## config.mk

```make
export PLATFORM = sky130hd
export DESIGN_NAME = iwc_irq_watermark
export DESIGN_NICKNAME = d
export VERILOG_FILES = /design/src/pkg/iwc_pkg.sv /design/src/iwc_irq_watermark.sv
export VERILOG_INCLUDE_DIRS = /design/src /design/src/pkg
export SDC_FILE = /design/constraint.sdc
export NUM_CORES = 1
export LEC_CHECK = 0
export BUFFER_PORTS_ARGS = -buffer_cell sky130_fd_sc_hd__buf_4
export CORE_UTILIZATION = 49
export CTS_CLUSTER_DIAMETER = 60
export DETAILED_ROUTE_END_ITERATION = 7
export PLACE_DENSITY = 0.81
export SYNTH_ARGS = -nofsm -noshare
export SYNTH_HDL_FRONTEND = slang
export SYNTH_SLANG_ARGS = --single-unit
```

## constraint.sdc

```tcl
create_clock -name core_clk -period 2.85 [get_ports core_clk]
set_input_delay 0.4275 -clock core_clk [delete_from_list [all_inputs] [get_ports core_clk]]
set_output_delay 0.4275 -clock core_clk [all_outputs]
set_load 0.05 [all_outputs]
```

## src/pkg/iwc_cfg.svh

```systemverilog
`ifndef IWC_CFG_SVH
`define IWC_CFG_SVH

// register byte offsets
`define IWC_OFF_RAW     8'h34
`define IWC_OFF_RXTHR   8'h38
`define IWC_OFF_TXTHR   8'h3C
`define IWC_OFF_CLRALL  8'h40
`define IWC_OFF_CLRUF   8'h44
`define IWC_OFF_IEN     8'h70
`define IWC_OFF_ICLR    8'h74
`define IWC_OFF_CFG     8'h78

// raw status bit positions
`define IWC_BIT_UF      0
`define IWC_BIT_RXFULL  2
`define IWC_BIT_TXEMPTY 4
`define IWC_BIT_RESTART 12
`define IWC_BIT_MHOLD   13

// config bit positions
`define IWC_CFG_RESTART 0
`define IWC_CFG_DYNTAR  1
`define IWC_CFG_EMPTYH  2

// widths, reset and compare values, htrans select bit
`define IWC_STAT_W      14
`define IWC_CFG_W       3
`define IWC_THR_RST     8'h00
`define IWC_LVL_ZERO    9'h000
`define IWC_WORD_ZERO   32'h0000_0000
`define IWC_HTRANS_NSQ  1

`endif

```

## src/pkg/iwc_pkg.sv

```systemverilog
package iwc_pkg;

  // status coming from the bus protocol engine, same clock
  typedef struct packed {
    logic       rxUnderflowSet;
    logic       restartSeen;
    logic       slaveAddressed;
    logic       masterHolding;
    logic [8:0] rxLevel;
    logic [8:0] txLevel;
  } iwc_engine_t;

  // complete state of the block
  typedef struct packed {
    logic [7:0]  rxThr;
    logic [7:0]  txThr;
    logic [2:0]  cfg;
    logic [13:0] enable;
    logic        uf;
    logic        restart;
    logic        wrPend;
    logic [7:0]  wrAddr;
    logic [31:0] rdata;
    logic        clrAll;
  } iwc_state_t;

endpackage

```

## src/iwc_irq_watermark.sv

```systemverilog
// Overview of operation
// restart flag only when restart-detect option set
// no restart flag before slave is addressed
// bit 13 shows master holding on empty fifo
// hold flag needs both dynamic and hold options
// bit 2 set when rx level exceeds watermark
// rx watermark writes clamp to fifo depth
// rx watermark N means N+1 entries
// bit 4 set when tx level below watermark
// tx watermark writes clamp to fifo depth
// tx watermark N means N entries
// reading 0x40 clears all software flags, abort
// combined clear leaves hardware level flags alone
// reading 0x44 clears receive underflow bit 0
// rx watermark resets to zero
// watermark flags follow fifo level, no clear
`timescale 1ns/1ps
`include "iwc_cfg.svh"

module iwc_irq_watermark #(
  parameter int unsigned FIFO_DEPTH = 16
) (
  // clock and reset
  input  wire logic                core_clk,
  input  wire logic                rst_n,
  // ahb-lite slave
  input  wire logic                hsel,
  input  wire logic [31:0]         haddr,
  input  wire logic [1:0]          htrans,
  input  wire logic                hwrite,
  input  wire logic [2:0]          hsize,
  input  wire logic [31:0]         hwdata,
  input  wire logic                hready,
  output logic      [31:0]         hrdata,
  output logic                     hreadyout,
  output logic                     hresp,
  // protocol engine side
  input  wire iwc_pkg::iwc_engine_t engine,
  output logic                     clearAllPulse,
  output logic                     abortStatusClear,
  output logic                     rxFullFlag,
  output logic                     txEmptyFlag,
  // interrupt
  output logic                     irq
);

  // depth above 255 cannot be held in the 8-bit field
  localparam logic [8:0] DEPTH = 9'(FIFO_DEPTH);

  iwc_pkg::iwc_state_t s, n;

  logic                   accept;
  logic                   rdAcc;
  logic                   wrAcc;
  logic [7:0]             aOff;
  logic                   restartSet;
  logic                   mholdNow;
  logic [`IWC_STAT_W-1:0] rawStatus;
  logic [`IWC_STAT_W-1:0] swClear;
  logic                   clrAllHit;
  logic                   clrUfHit;
  logic [7:0]             wrByte;

  function automatic logic hit(input logic [7:0] off,
                               input logic [7:0] reg_off);
    hit = (off == reg_off);
  endfunction

  function automatic logic [7:0] clampThr(input logic [7:0] v);
    if ({1'b0, v} > DEPTH) begin
      clampThr = DEPTH[7:0];
    end else begin
      clampThr = v;
    end
  endfunction

  assign accept = hsel && hready && htrans[`IWC_HTRANS_NSQ];
  assign rdAcc  = accept && !hwrite;
  assign wrAcc  = accept && hwrite;
  assign aOff   = haddr[7:0];

  // single signals, so the past-value checks below can sample them
  assign clrAllHit = rdAcc && hit(aOff, `IWC_OFF_CLRALL);
  assign clrUfHit  = rdAcc && hit(aOff, `IWC_OFF_CLRUF);
  assign wrByte    = hwdata[7:0];

  // a restart ahead of the address field never counts
  assign restartSet = engine.restartSeen && engine.slaveAddressed
                      && s.cfg[`IWC_CFG_RESTART];

  assign mholdNow = s.cfg[`IWC_CFG_DYNTAR] && s.cfg[`IWC_CFG_EMPTYH]
                    && engine.masterHolding
                    && (engine.txLevel == `IWC_LVL_ZERO);

  // level flags straight from the fifo fill, no sticky state
  assign rxFullFlag  = engine.rxLevel > {1'b0, s.rxThr};
  assign txEmptyFlag = engine.txLevel < {1'b0, s.txThr};

  always_comb begin
    rawStatus = '0;
    rawStatus[`IWC_BIT_UF]      = s.uf;
    rawStatus[`IWC_BIT_RXFULL]  = rxFullFlag;
    rawStatus[`IWC_BIT_TXEMPTY] = txEmptyFlag;
    rawStatus[`IWC_BIT_RESTART] = s.restart;
    rawStatus[`IWC_BIT_MHOLD]   = mholdNow;
  end

  function automatic logic [31:0] readReg(input logic [7:0] off,
                                          input iwc_pkg::iwc_state_t st);
    readReg = `IWC_WORD_ZERO;
    if (hit(off, `IWC_OFF_RAW)) begin
      readReg[`IWC_STAT_W-1:0] = rawStatus;
    end else if (hit(off, `IWC_OFF_RXTHR)) begin
      readReg[7:0] = st.rxThr;
    end else if (hit(off, `IWC_OFF_TXTHR)) begin
      readReg[7:0] = st.txThr;
    end else if (hit(off, `IWC_OFF_CLRALL)) begin
      readReg[0] = irq;
    end else if (hit(off, `IWC_OFF_CLRUF)) begin
      readReg[0] = st.uf;
    end else if (hit(off, `IWC_OFF_IEN)) begin
      readReg[`IWC_STAT_W-1:0] = st.enable;
    end else if (hit(off, `IWC_OFF_CFG)) begin
      readReg[`IWC_CFG_W-1:0] = st.cfg;
    end
  endfunction

  always_comb begin
    swClear = '0;
    n = s;
    n.clrAll = 1'b0;
    n.wrPend = wrAcc;
    if (wrAcc) begin
      n.wrAddr = aOff;
    end
    if (s.wrPend) begin
      if (hit(s.wrAddr, `IWC_OFF_RXTHR)) begin
        n.rxThr = clampThr(hwdata[7:0]);
      end else if (hit(s.wrAddr, `IWC_OFF_TXTHR)) begin
        n.txThr = clampThr(hwdata[7:0]);
      end else if (hit(s.wrAddr, `IWC_OFF_IEN)) begin
        n.enable = hwdata[`IWC_STAT_W-1:0];
      end else if (hit(s.wrAddr, `IWC_OFF_ICLR)) begin
        swClear = swClear | hwdata[`IWC_STAT_W-1:0];
      end else if (hit(s.wrAddr, `IWC_OFF_CFG)) begin
        n.cfg = hwdata[`IWC_CFG_W-1:0];
      end
    end
    if (rdAcc) begin
      // a read right behind a write must see the value just stored
      n.rdata = readReg(aOff, n);
      if (hit(aOff, `IWC_OFF_CLRALL)) begin
        // only sticky flags; level flags are left to hardware
        swClear[`IWC_BIT_UF]      = 1'b1;
        swClear[`IWC_BIT_RESTART] = 1'b1;
        n.clrAll = 1'b1;
      end else if (hit(aOff, `IWC_OFF_CLRUF)) begin
        swClear[`IWC_BIT_UF] = 1'b1;
      end
    end
    // a new event in the clearing cycle survives the clear
    n.uf = engine.rxUnderflowSet
           || (s.uf && !swClear[`IWC_BIT_UF]);
    n.restart = restartSet
                || (s.restart && !swClear[`IWC_BIT_RESTART]);
  end

  always_ff @(posedge core_clk or negedge rst_n) begin
    if (!rst_n) begin
      s.rxThr  <= `IWC_THR_RST;
      s.txThr  <= `IWC_THR_RST;
      s.cfg    <= '0;
      s.enable <= '0;
      s.uf     <= 1'b0;
      s.restart <= 1'b0;
      s.wrPend <= 1'b0;
      s.wrAddr <= '0;
      s.rdata  <= `IWC_WORD_ZERO;
      s.clrAll <= 1'b0;
    end else begin
      s <= n;
    end
  end

  // zero wait states; bus never stalls or errors
  assign hreadyout        = 1'b1;
  assign hresp            = 1'b0;
  assign hrdata           = s.rdata;
  assign clearAllPulse    = s.clrAll;
  assign abortStatusClear = s.clrAll;
  assign irq              = |(rawStatus & s.enable);
endmodule

```

* Yosys cells after proc, flatten, opt, wreduce, memory -nomap -nowiden
Index checks and enable logic that the tools add are counted.
** Storage, ports and cells
- Flip-flop bits (word level) :: 59
- Bits in latches :: 0
- Memory bits (writable) :: 0
- Memory bits (read-only) :: 0
- Input port bits :: 96
- Output and inout bits :: 39
- Memories kept :: 0
** Operators by class
- Add/subtract/negate cells :: 0
- Multiply operators :: 0
- Div/mod/pow operators :: 0
- Order comparisons :: 3
- Eq/ne operators :: 12
- Shifts and indexed selects :: 0
- Muxes and demuxes :: 34
- Bitwise gates (word level) :: 1
- Reduce and logical (&&, ||, !) cells :: 18
** Operators by type and width (number)
- $mux W13 :: 7
- $eq A8 B7 Y1 const B :: 7
- $eq A8 B6 Y1 const B :: 5
- $mux W8 :: 5
- $mux W33 :: 1
- $mux W14 :: 2
- $mux W25 :: 1
- $mux W17 :: 1
- $mux W3 :: 5
- $and A14 B14 Y14 :: 1
- $reduce_or A14 Y1 :: 1
- $mux W6 :: 2
- $logic_and A1 B1 Y1 :: 11
- $mux W11 :: 1
- $gt A9 B8 Y1 :: 1
- $logic_not A9 Y1 :: 1
- $lt A9 B8 Y1 :: 1
- $mux W1 :: 9
- $gt A8 B5 Y1 const B :: 1
- $logic_not A1 Y1 :: 3
- $logic_or A1 B1 Y1 :: 2

* Logic depth before layout (Yosys ltp)
Gate-level depths: netlist of the first run.
- Depth after elaboration :: 14
- Mapped depth :: 9

* Least setup slack after synthesis of the first run
No wires, ideal clock.
- Kind :: input to register
- From :: input port engine[2] in the netlist's numbering
- To :: register s, in the netlist hrdata[0]
- Library setup time :: 0.067 ns
- Data arrival time :: 3.222 ns
- Slack :: -0.439 ns
- Cell stages on the path :: 7
- Cells stage by stage :: ha_1 a211oi_1 o21ai_0 a2111oi_2 a221o_1 nor3b_1 o41a_1
** RTL lines
- from (decl) :: line iwc_irq_watermark.sv:38 : input wire iwc_pkg::iwc_engine_t engine,
- $lt A9 B8 Y1 :: line iwc_irq_watermark.sv:97 : assign txEmptyFlag = engine.txLevel < {1'b0, s.txThr};
- via txEmptyFlag :: line iwc_irq_watermark.sv:42 : output logic txEmptyFlag,
- $and A14 B14 Y14 :: line iwc_irq_watermark.sv:191 : assign irq = |(rawStatus & s.enable);
- $reduce_or A14 Y1 :: line iwc_irq_watermark.sv:191
- via irq :: line iwc_irq_watermark.sv:44 : output logic irq
- $mux W1 :: line iwc_irq_watermark.sv:117 : end else if (hit(off, `IWC_OFF_CLRALL)) begin
- $mux W8 :: line iwc_irq_watermark.sv:115 : end else if (hit(off, `IWC_OFF_TXTHR)) begin
- $mux W8 :: line iwc_irq_watermark.sv:113 : end else if (hit(off, `IWC_OFF_RXTHR)) begin
- $mux W14 :: line iwc_irq_watermark.sv:111 : if (hit(off, `IWC_OFF_RAW)) begin
- to (signal assigned) :: line iwc_irq_watermark.sv:181 : s <= n;
- to (decl) :: line iwc_irq_watermark.sv:50 : iwc_pkg::iwc_state_t s, n;
The timed path passes the listed nets, and every way through them passes these cells.
A chain may end at the register's enable or synchronous reset.

* Worst setup path in the final report of the first run
- From :: register s[76] in the netlist's numbering
- To :: output port irq
** Between the ends
- Cells in the longest elaborated chain, start to end :: 3
** Ends and longest elaborated chain
- $gt A9 B8 Y1 :: line iwc_irq_watermark.sv:96 : assign rxFullFlag = engine.rxLevel > {1'b0, s.rxThr};
- $and A14 B14 Y14 :: line iwc_irq_watermark.sv:191
- $reduce_or A14 Y1 :: line iwc_irq_watermark.sv:191
- to (decl) :: line iwc_irq_watermark.sv:44
Every way passes these cells.

==> results of run 1 <==
==> flip-flops by register name, summed over array words and instances, names as in the netlist <==
register	cells
hrdata	14
s	42
abortStatusClear	1
rawStatus	2
==> synth_stat cells (all sizes together), types with 2 or more instances <==
| library cell | number |
|---|---|
| nor3 | 7 |
| mux2i | 4 |
| buf | 40 |
| o21ai | 16 |
| nor2 | 13 |
| a21oi | 9 |
| and3 | 3 |
| a222oi | 2 |
| ha | 15 |
| a31oi | 7 |
| o22ai | 3 |
| a22oi | 2 |
| clkinv | 2 |
| nor2b | 4 |
| nand2 | 49 |
| a221oi | 2 |
| inv | 19 |
| conb | 2 |
| nand4 | 4 |
| and2 | 9 |
| clkbuf | 5 |
| a211oi | 2 |
| nand3 | 12 |
| nor4 | 4 |
| a221o | 2 |
| and4b | 3 |
| dfrtp | 59 |
| a21o | 2 |
| or3 | 2 |
| mux2 | 22 |
| o21a | 2 |
| or2 | 3 |
==> per-layer routing <==
layer | global-route usage | routed length, µm
met2 | 0.383 | 3980
met1 | 0.305 | 3450
met3 | 0.0516 | 540
met4 | 0.117 | 229
met5 | 0 | 0
==> metrics by stage <==
stage                     area (µm²)  instances
after global placement          3790        466
after global routing            4020        482
after floorplan                 3470        361
after detailed placement        3790        466
final                           4020        482
after CTS                       4010        482
==> worst max-delay path: stages (launching register included) <==
cell and delay [ps]:
dfrtp_1 390, inv_1 80, ha_1 340, and4b_4 230, a221oi_4 280, o21ai_2 110, a221o_2 410, buf_4 200
==> worst paths after layout <==
| kind | from | cells past startpoint | endpoint |
|---|---|---|---|
| worst max-delay path | s[76] | 7 | irq |
| worst min-delay path | rst_n | 1 | s[53] |
| worst max register to register | s[76] | 8 | hrdata[0] |
| worst min register to register | hrdata[9] | 2 | hrdata[9] |
| max in group asynchronous | rst_n | 1 | s[52] |
| min in group core_clk | engine[21] | 2 | rawStatus[0] |
==> kinds of logic (layout without fill, tap and decap cells) <==
logic type                 count (synthesis)  after routing  share of synthesized area
AOI/OAI and AO/OA                         55             55                      0.109
and+or+nand+nor                          120            120                      0.189
buffers and inverters                     66            110                      0.119
muxes                                     26             26                     0.0883
adders and majority gates                 15             15                     0.0554
DFF                                       59             59                      0.436
other                                      2             20                    0.00222
==> power by group through the flow <==
stage,Combinational (mW),Sequential [mW],Clock (mW)
after floorplan,0.272,0.920,0
after global placement,0.353,0.927,0
after detailed placement,0.362,0.930,0
after CTS,0.367,0.914,0.809
after global routing,0.394,0.918,0.850
final,0.368,0.914,0.805
==> timing repair <==
action | CTS | global route
resized for setup | 1 | 2
pin swaps | 0 | 1
setup endpoints to repair | 1 | 1
==> layout make-up <==
class,instances,area (µm²)
flip-flops and latches,59,1480
inverters,21,78.8
multi-input cells,236,1610
repair buffers,73,548
clock inverters,4,47.5
well taps,77,96.3
clock buffers,12,165
fillers,515,2470
==> impl_metrics.json, run 1 <==
{
  "die_y_um": 85.1,
  "crit_path_start_kind": "register",
  "die_w_um": 85.1,
  "crit_type": "reg2out",
  "final_util": 0.619,
  "cp.arrival_ps": 2380,
  "syn_avg_cell_area_um2": 9.87,
  "start_util": 0.521,
  "intPower_mw": 1.48,
  "clk_path_buf_depth": 2,
  "numClockSinks": 59,
  "status": "finished, final reports clean",
  "htreeDepth": 3,
  "drt_iter0_drc": 239,
  "via_count": 2726,
  "final_layout_size_suffix_gt1_frac": 0.306,
  "cts_made_buffers": 9,
  "synth_edf_count": 0,
  "cp_max_fo": 4,
  "syn_area_um2": 3390,
  "port_buffers": 68,
  "clk_pin_slew_worst_paths_ps": 70,
  "synth_top_area_frac": 0.436,
  "rows": 29,
  "timing.final.crit_share": 0.986,
  "clock_skew_ps": 3.79,
  "ys_async_sr_fraction": 1.00,
  "min_period_ps": 2810,
  "antennaDiodeCount": 0,
  "yosys.area.top_type": "dfrtp_1",
  "cts_setup_buffers": 0,
  "synth_warnings": 0,
  "dp_hpwl_um": 6020,
  "wl_per_cell_um": 17.0,
  "synth.distinct_cells": 54,
  "viasPerCell": 5.66,
  "fmax_mhz": 356,
  "final_max_slew_viol_count": 0,
  "tightest_slew_ps": 740,
  "leakagePower_nw": 2.01,
  "maxCapViolCount": 0,
  "cts_hold_buf": 0,
  "slew_headroom": 0.506,
  "drc": 0,
  "clk_latency_ps": 340,
  "total_power_mw": 2.09,
  "worstSetupEndpointType": "primary output",
  "pre_cts_ws_ps": 295,
  "fin_setup_tns_ps": 0,
  "final_common_cell": "buf_4",
  "setup_violations": 0,
  "grt_usage": 0.238,
  "antenna_found_initial": 0,
  "p_per_area_nw_per_um2": 519,
  "dr.pass1.iters": 4,
  "synth_flop_cell": "dfrtp_1",
  "io_pins": 135,
  "rsz0062_at_grt": "false",
  "finalWirelength_um": 8210,
  "p_seq_frac": 0.438,
  "cts_root_buffer": "clkbuf_8",
  "synthCells": 343,
  "syn_to_final_growth_pct": 18.7,
  "comb_power_share": 0.176,
  "setup_ws_ps": 39.7,
  "finalHoldViolCount": 0,
  "p_clk_frac": 0.386,
  "grt_pass1_wl_um": 13000,
  "overflow": 0,
  "grt_max_degree": 60,
  "swShare": 0.292,
  "r2r_setup_slack_ps": 310,
  "core_um2": 6490,
  "grt_pass1_vias": 2684,
  "yosysSeqAreaShare": 0.436,
  "mostFrequentLayoutCells": "73 x buf_4, 59 x dfrtp_1, 49 x nand2_1",
  "place_congestion": 0.879,
  "hold_ws_ps": 133,
  "cts_tree": "built",
  "fp.dieArea_um2": 7250,
  "ant_nets": 0,
  "switchingPower_mw": 0.609,
  "synth_area_leaders": "dfrtp_1 44%, buf_4 7.8%, mux2_2 6.3%",
  "hp-class": "in2async",
  "peakVddDrop_v": 0.000277,
  "synth_seq_cells": 59,
  "cp_data_required_time_ps": 2420,
  "fin_nets": 511
}
Power figures use the tool's default switching activity.
==> run 2: changes to the inputs <==
- CORE_UTILIZATION: 49 -> 32
- PLACE_DENSITY: 0.81 -> not set
==> run 2 against run 1 <==
Effect of this change:
- first-iteration DRC count is 27% lower
- clock skew is 6.8 ps higher
- die area rose by 52%
- cell area increased by 2.9%
- fmax increased by 2.8%
- sequential share of layout area fell by 1.0 points
- clock-buffer cell count is 2 lower
- routed wire length increased by 3.4%
- register-to-register slack gained 80 ps
- critical path type unchanged
- critical path depth stayed put
==> impl_metrics.json, run 2 (synthesized netlist as in run 1, its figures left out) <==
{
  "status": "finished, final reports clean",
  "start_util": 0.329,
  "rows": 37,
  "hold_ws_ps": 149,
  "comb_power_share": 0.164,
  "fin_setup_tns_ps": 0,
  "design_area_um2": 4140,
  "r2r_start": "s[74]",
  "cts_root_buffer": "clkbuf_8",
  "grt_usage": 0.160,
  "crit_path_start_kind": "register",
  "fin_cells": 544,
  "fp.dieArea_um2": 11000,
  "cts_tree": "built",
  "total_power_mw": 2.23,
  "dr.pass1.iters": 5,
  "dp_cells": 526,
  "tightest_slew_ps": 759,
  "dp_hpwl_um": 6520,
  "slowest_stage": "a221o_2",
  "switchingPower_mw": 0.619,
  "core_um2": 10300,
  "largest_reg_flops": 42,
  "reg2regPathDepth": 8,
  "hp-class": "in2async",
  "fmax_mhz": 366,
  "drt_iter0_drc": 174,
  "p_per_area_nw_per_um2": 539,
  "syn_to_final_growth_pct": 22.2,
  "clk_path_buf_depth": 2,
  "grt_max_degree": 60,
  "swShare": 0.277,
  "place_congestion": 0.851,
  "leakagePower_nw": 2.04,
  "p_clk_frac": 0.427,
  "min_period_ps": 2730,
  "cts_made_buffers": 9,
  "final_common_cell": "buf_4",
  "largest_register": "s",
  "rsz0062_at_grt": "false",
  "fin_nets": 514,
  "slew_headroom": 0.494,
  "wl_per_cell_um": 15.6,
  "antennaDiodeCount": 0,
  "clk_pin_slew_worst_paths_ps": 80,
  "cp.arrival_ps": 2310,
  "finalWirelength_um": 8490,
  "cp_slowest_stage_delay_ps": 420,
  "clk_latency_ps": 340,
  "die_y_um": 105,
  "intPower_mw": 1.61,
  "die_w_um": 105,
  "ant_nets": 0,
  "grt_pass1_wl_um": 13600,
  "htreeDepth": 3,
  "cp_data_required_time_ps": 2420,
  "via_count": 2660,
  "crit_path_cell_trace": "inv_1, ha_1, and4b_4, a221oi_2, o21ai_1, a221o_2, buf_4",
  "p_seq_frac": 0.410,
  "cp_max_fo": 4,
  "maxCapViolCount": 0,
  "peakVddDrop_v": 0.000203,
  "port_buffers": 68,
  "numClockSinks": 59,
  "finalHoldViolCount": 0,
  "drc": 0,
  "antenna_found_initial": 0,
  "setup_violations": 0,
  "worstSetupEndpointType": "primary output",
  "viasPerCell": 4.89,
  "final_layout_size_suffix_gt1_frac": 0.309,
  "mostFrequentLayoutCells": "76 x buf_4, 59 x dfrtp_1, 49 x nand2_1",
  "critPathLaunch": "s[74]",
  "final_max_slew_viol_count": 0,
  "overflow": 0,
  "clock_skew_ps": 10.6,
  "io_pins": 135,
  "timing.final.crit_share": 0.960,
  "grt_pass1_vias": 2679,
  "crit_type": "reg2out",
  "dpl_cell_area_um2": 3870
}
## run 2: metal layers
layer  global-route usage  up-vias  share of wire
met5                    0        -              0
met4               0.0614        0          0.015
met3               0.0412       11          0.068
met2                0.248      105           0.46
met1                0.213     1281           0.46
li1                     -     1263              -
## run 2: worst paths after layout
kind                                 to  slack [ps]
max                                 irq         120
min                               s[72]         150
max reg2reg                   hrdata[0]         390
min reg2reg                       s[38]         470
max in group asynchronous     hrdata[8]        2190
min in group core_clk      rawStatus[0]         280
## run 2: timing repair
item                                    4_1_cts  5_1_grt
setup buffers                                 1        1
endpoints found under the setup margin        1        1
pin swaps                                     0        1
endpoints found under the hold margin         0        0
hold buffers                                  0        0
gates resized for setup                       0        2
## run 2: stage by stage
stage,utilization,setup slack [ps]
floorplan,-,44.8
global placement,0.376,233
detailed placement,0.376,256
CTS,0.401,11.9
global route,0.403,16.9
finish,0.403,115
## run 2: power groups by stage
stage / Combinational (mW) / Sequential [mW] / Clock (mW)
floorplan: 0.272 / 0.920 / 0
global placement: 0.360 / 0.928 / 0
detailed placement: 0.366 / 0.930 / 0
CTS: 0.367 / 0.914 / 0.963
global route: 0.395 / 0.919 / 1.01
finish: 0.365 / 0.913 / 0.952
## run 2: critical path: cells and delay by family, from the launching register on
kind                       cells  cell delay [ps]
DFF                            1              390
AOI/OAI and AO/OA              3              790
adders and majority gates      1              270
and+or+nand+nor                1              230
buffers and inverters          2              290
## run 2: final cells by class
| type | instances | area (µm²) |
|---|---|---|
| Clock buffer | 10 | 138 |
| Clock inverter | 6 | 111 |
| Fill cell | 1058 | 6140 |
| Inverter | 21 | 78.8 |
| Multi-Input combinational cell | 236 | 1590 |
| Sequential cell | 59 | 1480 |
| Tap cell | 136 | 170 |
| Timing Repair Buffer | 76 | 571 |
==> run 3: changes to the inputs <==
- PLACE_DENSITY: not set -> 0.59
==> run 3 against run 2 <==
Effect of this change:
- the run now ends with DRC left
- hold slack better by 6.7 ps
- register-to-register slack worse by 30 ps
- flip-flop and latch count unchanged
==> impl_metrics.json, run 3 (synthesized netlist as in run 1, its figures left out) <==
{
  "rows": 37,
  "cp_data_required_time_ps": 2420,
  "io_pins": 135,
  "reg2regPathDepth": 8,
  "largest_register": "s",
  "grt_pass1_vias": 2588,
  "slew_headroom": 0.506,
  "cp_max_fo": 4,
  "antennaDiodeCount": 0,
  "grt_busiest_layer": "met2",
  "grt_pass1_wl_um": 13300,
  "largest_reg_flops": 42,
  "wl_per_cell_um": 15.5,
  "cts_root_buffer": "clkbuf_8",
  "hp-class": "in2async",
  "drc": 2,
  "cts_setup_buffers": 0,
  "cts_made_buffers": 9,
  "min_period_ps": 2770,
  "total_power_mw": 1.97,
  "dp_cells": 527,
  "r2r_end": "hrdata[0]",
  "peakVddDrop_v": 0.000175,
  "fin_setup_tns_ps": 0,
  "dr.pass1.iters": 6,
  "r2r_setup_slack_ps": 360,
  "final_layout_size_suffix_gt1_frac": 0.297,
  "leakagePower_nw": 2.00,
  "clk_path_buf_depth": 2,
  "finalHoldViolCount": 0,
  "rsz0062_at_grt": "false",
  "final_common_cell": "buf_4",
  "cts_tree": "built",
  "violations": "DRC",
  "use_met2": 0.248,
  "critPathLaunch": "s[76]",
  "clock_skew_ps": 5.09,
  "tightest_slew_ps": 741,
  "port_buffers": 68,
  "viasPerCell": 4.88,
  "fin_cells": 543,
  "grt.met3_usage": 0.0462,
  "dp_hpwl_um": 6380,
  "drt_iter0_drc": 151,
  "timing.final.crit_share": 0.973,
  "via_count": 2651,
  "finalWirelength_um": 8400,
  "cts_hold_buf": 0,
  "setup_violations": 0,
  "clk_latency_ps": 340,
  "numClockSinks": 59,
  "worstSetupEndpointType": "primary output",
  "status": "finished with violations",
  "hold_ws_ps": 156,
  "die_w_um": 105,
  "final_max_slew_viol_count": 0,
  "crit_type": "reg2out",
  "fin_nets": 513,
  "overflow": 0,
  "crit_path_start_kind": "register",
  "cp.arrival_ps": 2350,
  "fmax_mhz": 360,
  "use_met1": 0.207,
  "grt_usage": 0.159,
  "die_y_um": 105,
  "htreeDepth": 3,
  "antenna_found_initial": 0,
  "r2r_start": "s[76]",
  "p_per_area_nw_per_um2": 487,
  "ant_nets": 0,
  "grt_max_degree": 60,
  "maxCapViolCount": 0,
  "syn_to_final_growth_pct": 19.5,
  "start_util": 0.329,
  "mostFrequentLayoutCells": "75 x buf_4, 59 x dfrtp_1, 49 x nand2_1",
  "fp.dieArea_um2": 11000,
  "place_congestion": 0.837,
  "core_um2": 10300,
  "clk_pin_slew_worst_paths_ps": 70
}
-- run 3: cell count changes in the layout (fill, tap and decap cells not counted), sizes merged --
cell,previous run,this run
buf,76,75
clkinvlp,1,0
clkbuf,10,14
clkinv,3,4
inv,20,19
bufinv,3,0
-- run 3: how the worst max path moves through the flow --
stage	cells past startpoint	to
floorplan	7	hrdata[0]
detailed placement	8	hrdata[0]
global placement	8	hrdata[0]
finish	7	irq
CTS	7	irq
global route	7	irq
-- run 3: power by group --
part           leakage, nW  total (mW)  internal (mW)  switching (mW)
clock network       0.0905       0.692          0.362           0.330
logic                 1.15       0.364          0.122           0.242
registers            0.765       0.914          0.883          0.0313
-- run 3: per-stage QoR --
stage | area (µm²) | worst slack, ps | util
after floorplan | 3470 | 44.8 | -
after CTS | 4050 | 34.7 | 0.394
after global placement | 3870 | 227 | 0.377
after global routing | 4050 | 1.44 | 0.394
after detailed placement | 3870 | 266 | 0.377
final | 4050 | 75.5 | 0.394
-- run 3: layout make-up --
type                            count  area [µm²]
Multi-Input combinational cell    236        1590
Inverter                           21        78.8
Clock buffer                       14         163
Sequential cell                    59        1480
Clock inverter                      2        10.0
Fill cell                        1070        6230
Timing Repair Buffer               75         563
Tap cell                          136         170
-- run 3: repair_timing --
item	CTS	global route
endpoints found under the setup margin	0	1
gates resized for setup	0	1
endpoints found under the hold margin	0	0
-- run 3: layer usage --
layer | share of wire | routed length [µm]
met5 | 0 | 0
met2 | 0.45 | 3800
met3 | 0.066 | 551
met1 | 0.46 | 3870
met4 | 0.021 | 180
-- run 3: critical path, stage by stage, from the launching register on --
cell and delay, ps:
dfrtp_1 400, inv_1 80, ha_1 290, and4b_4 210
a221oi_1 280, o21ai_1 150, a221o_2 400, buf_4 200
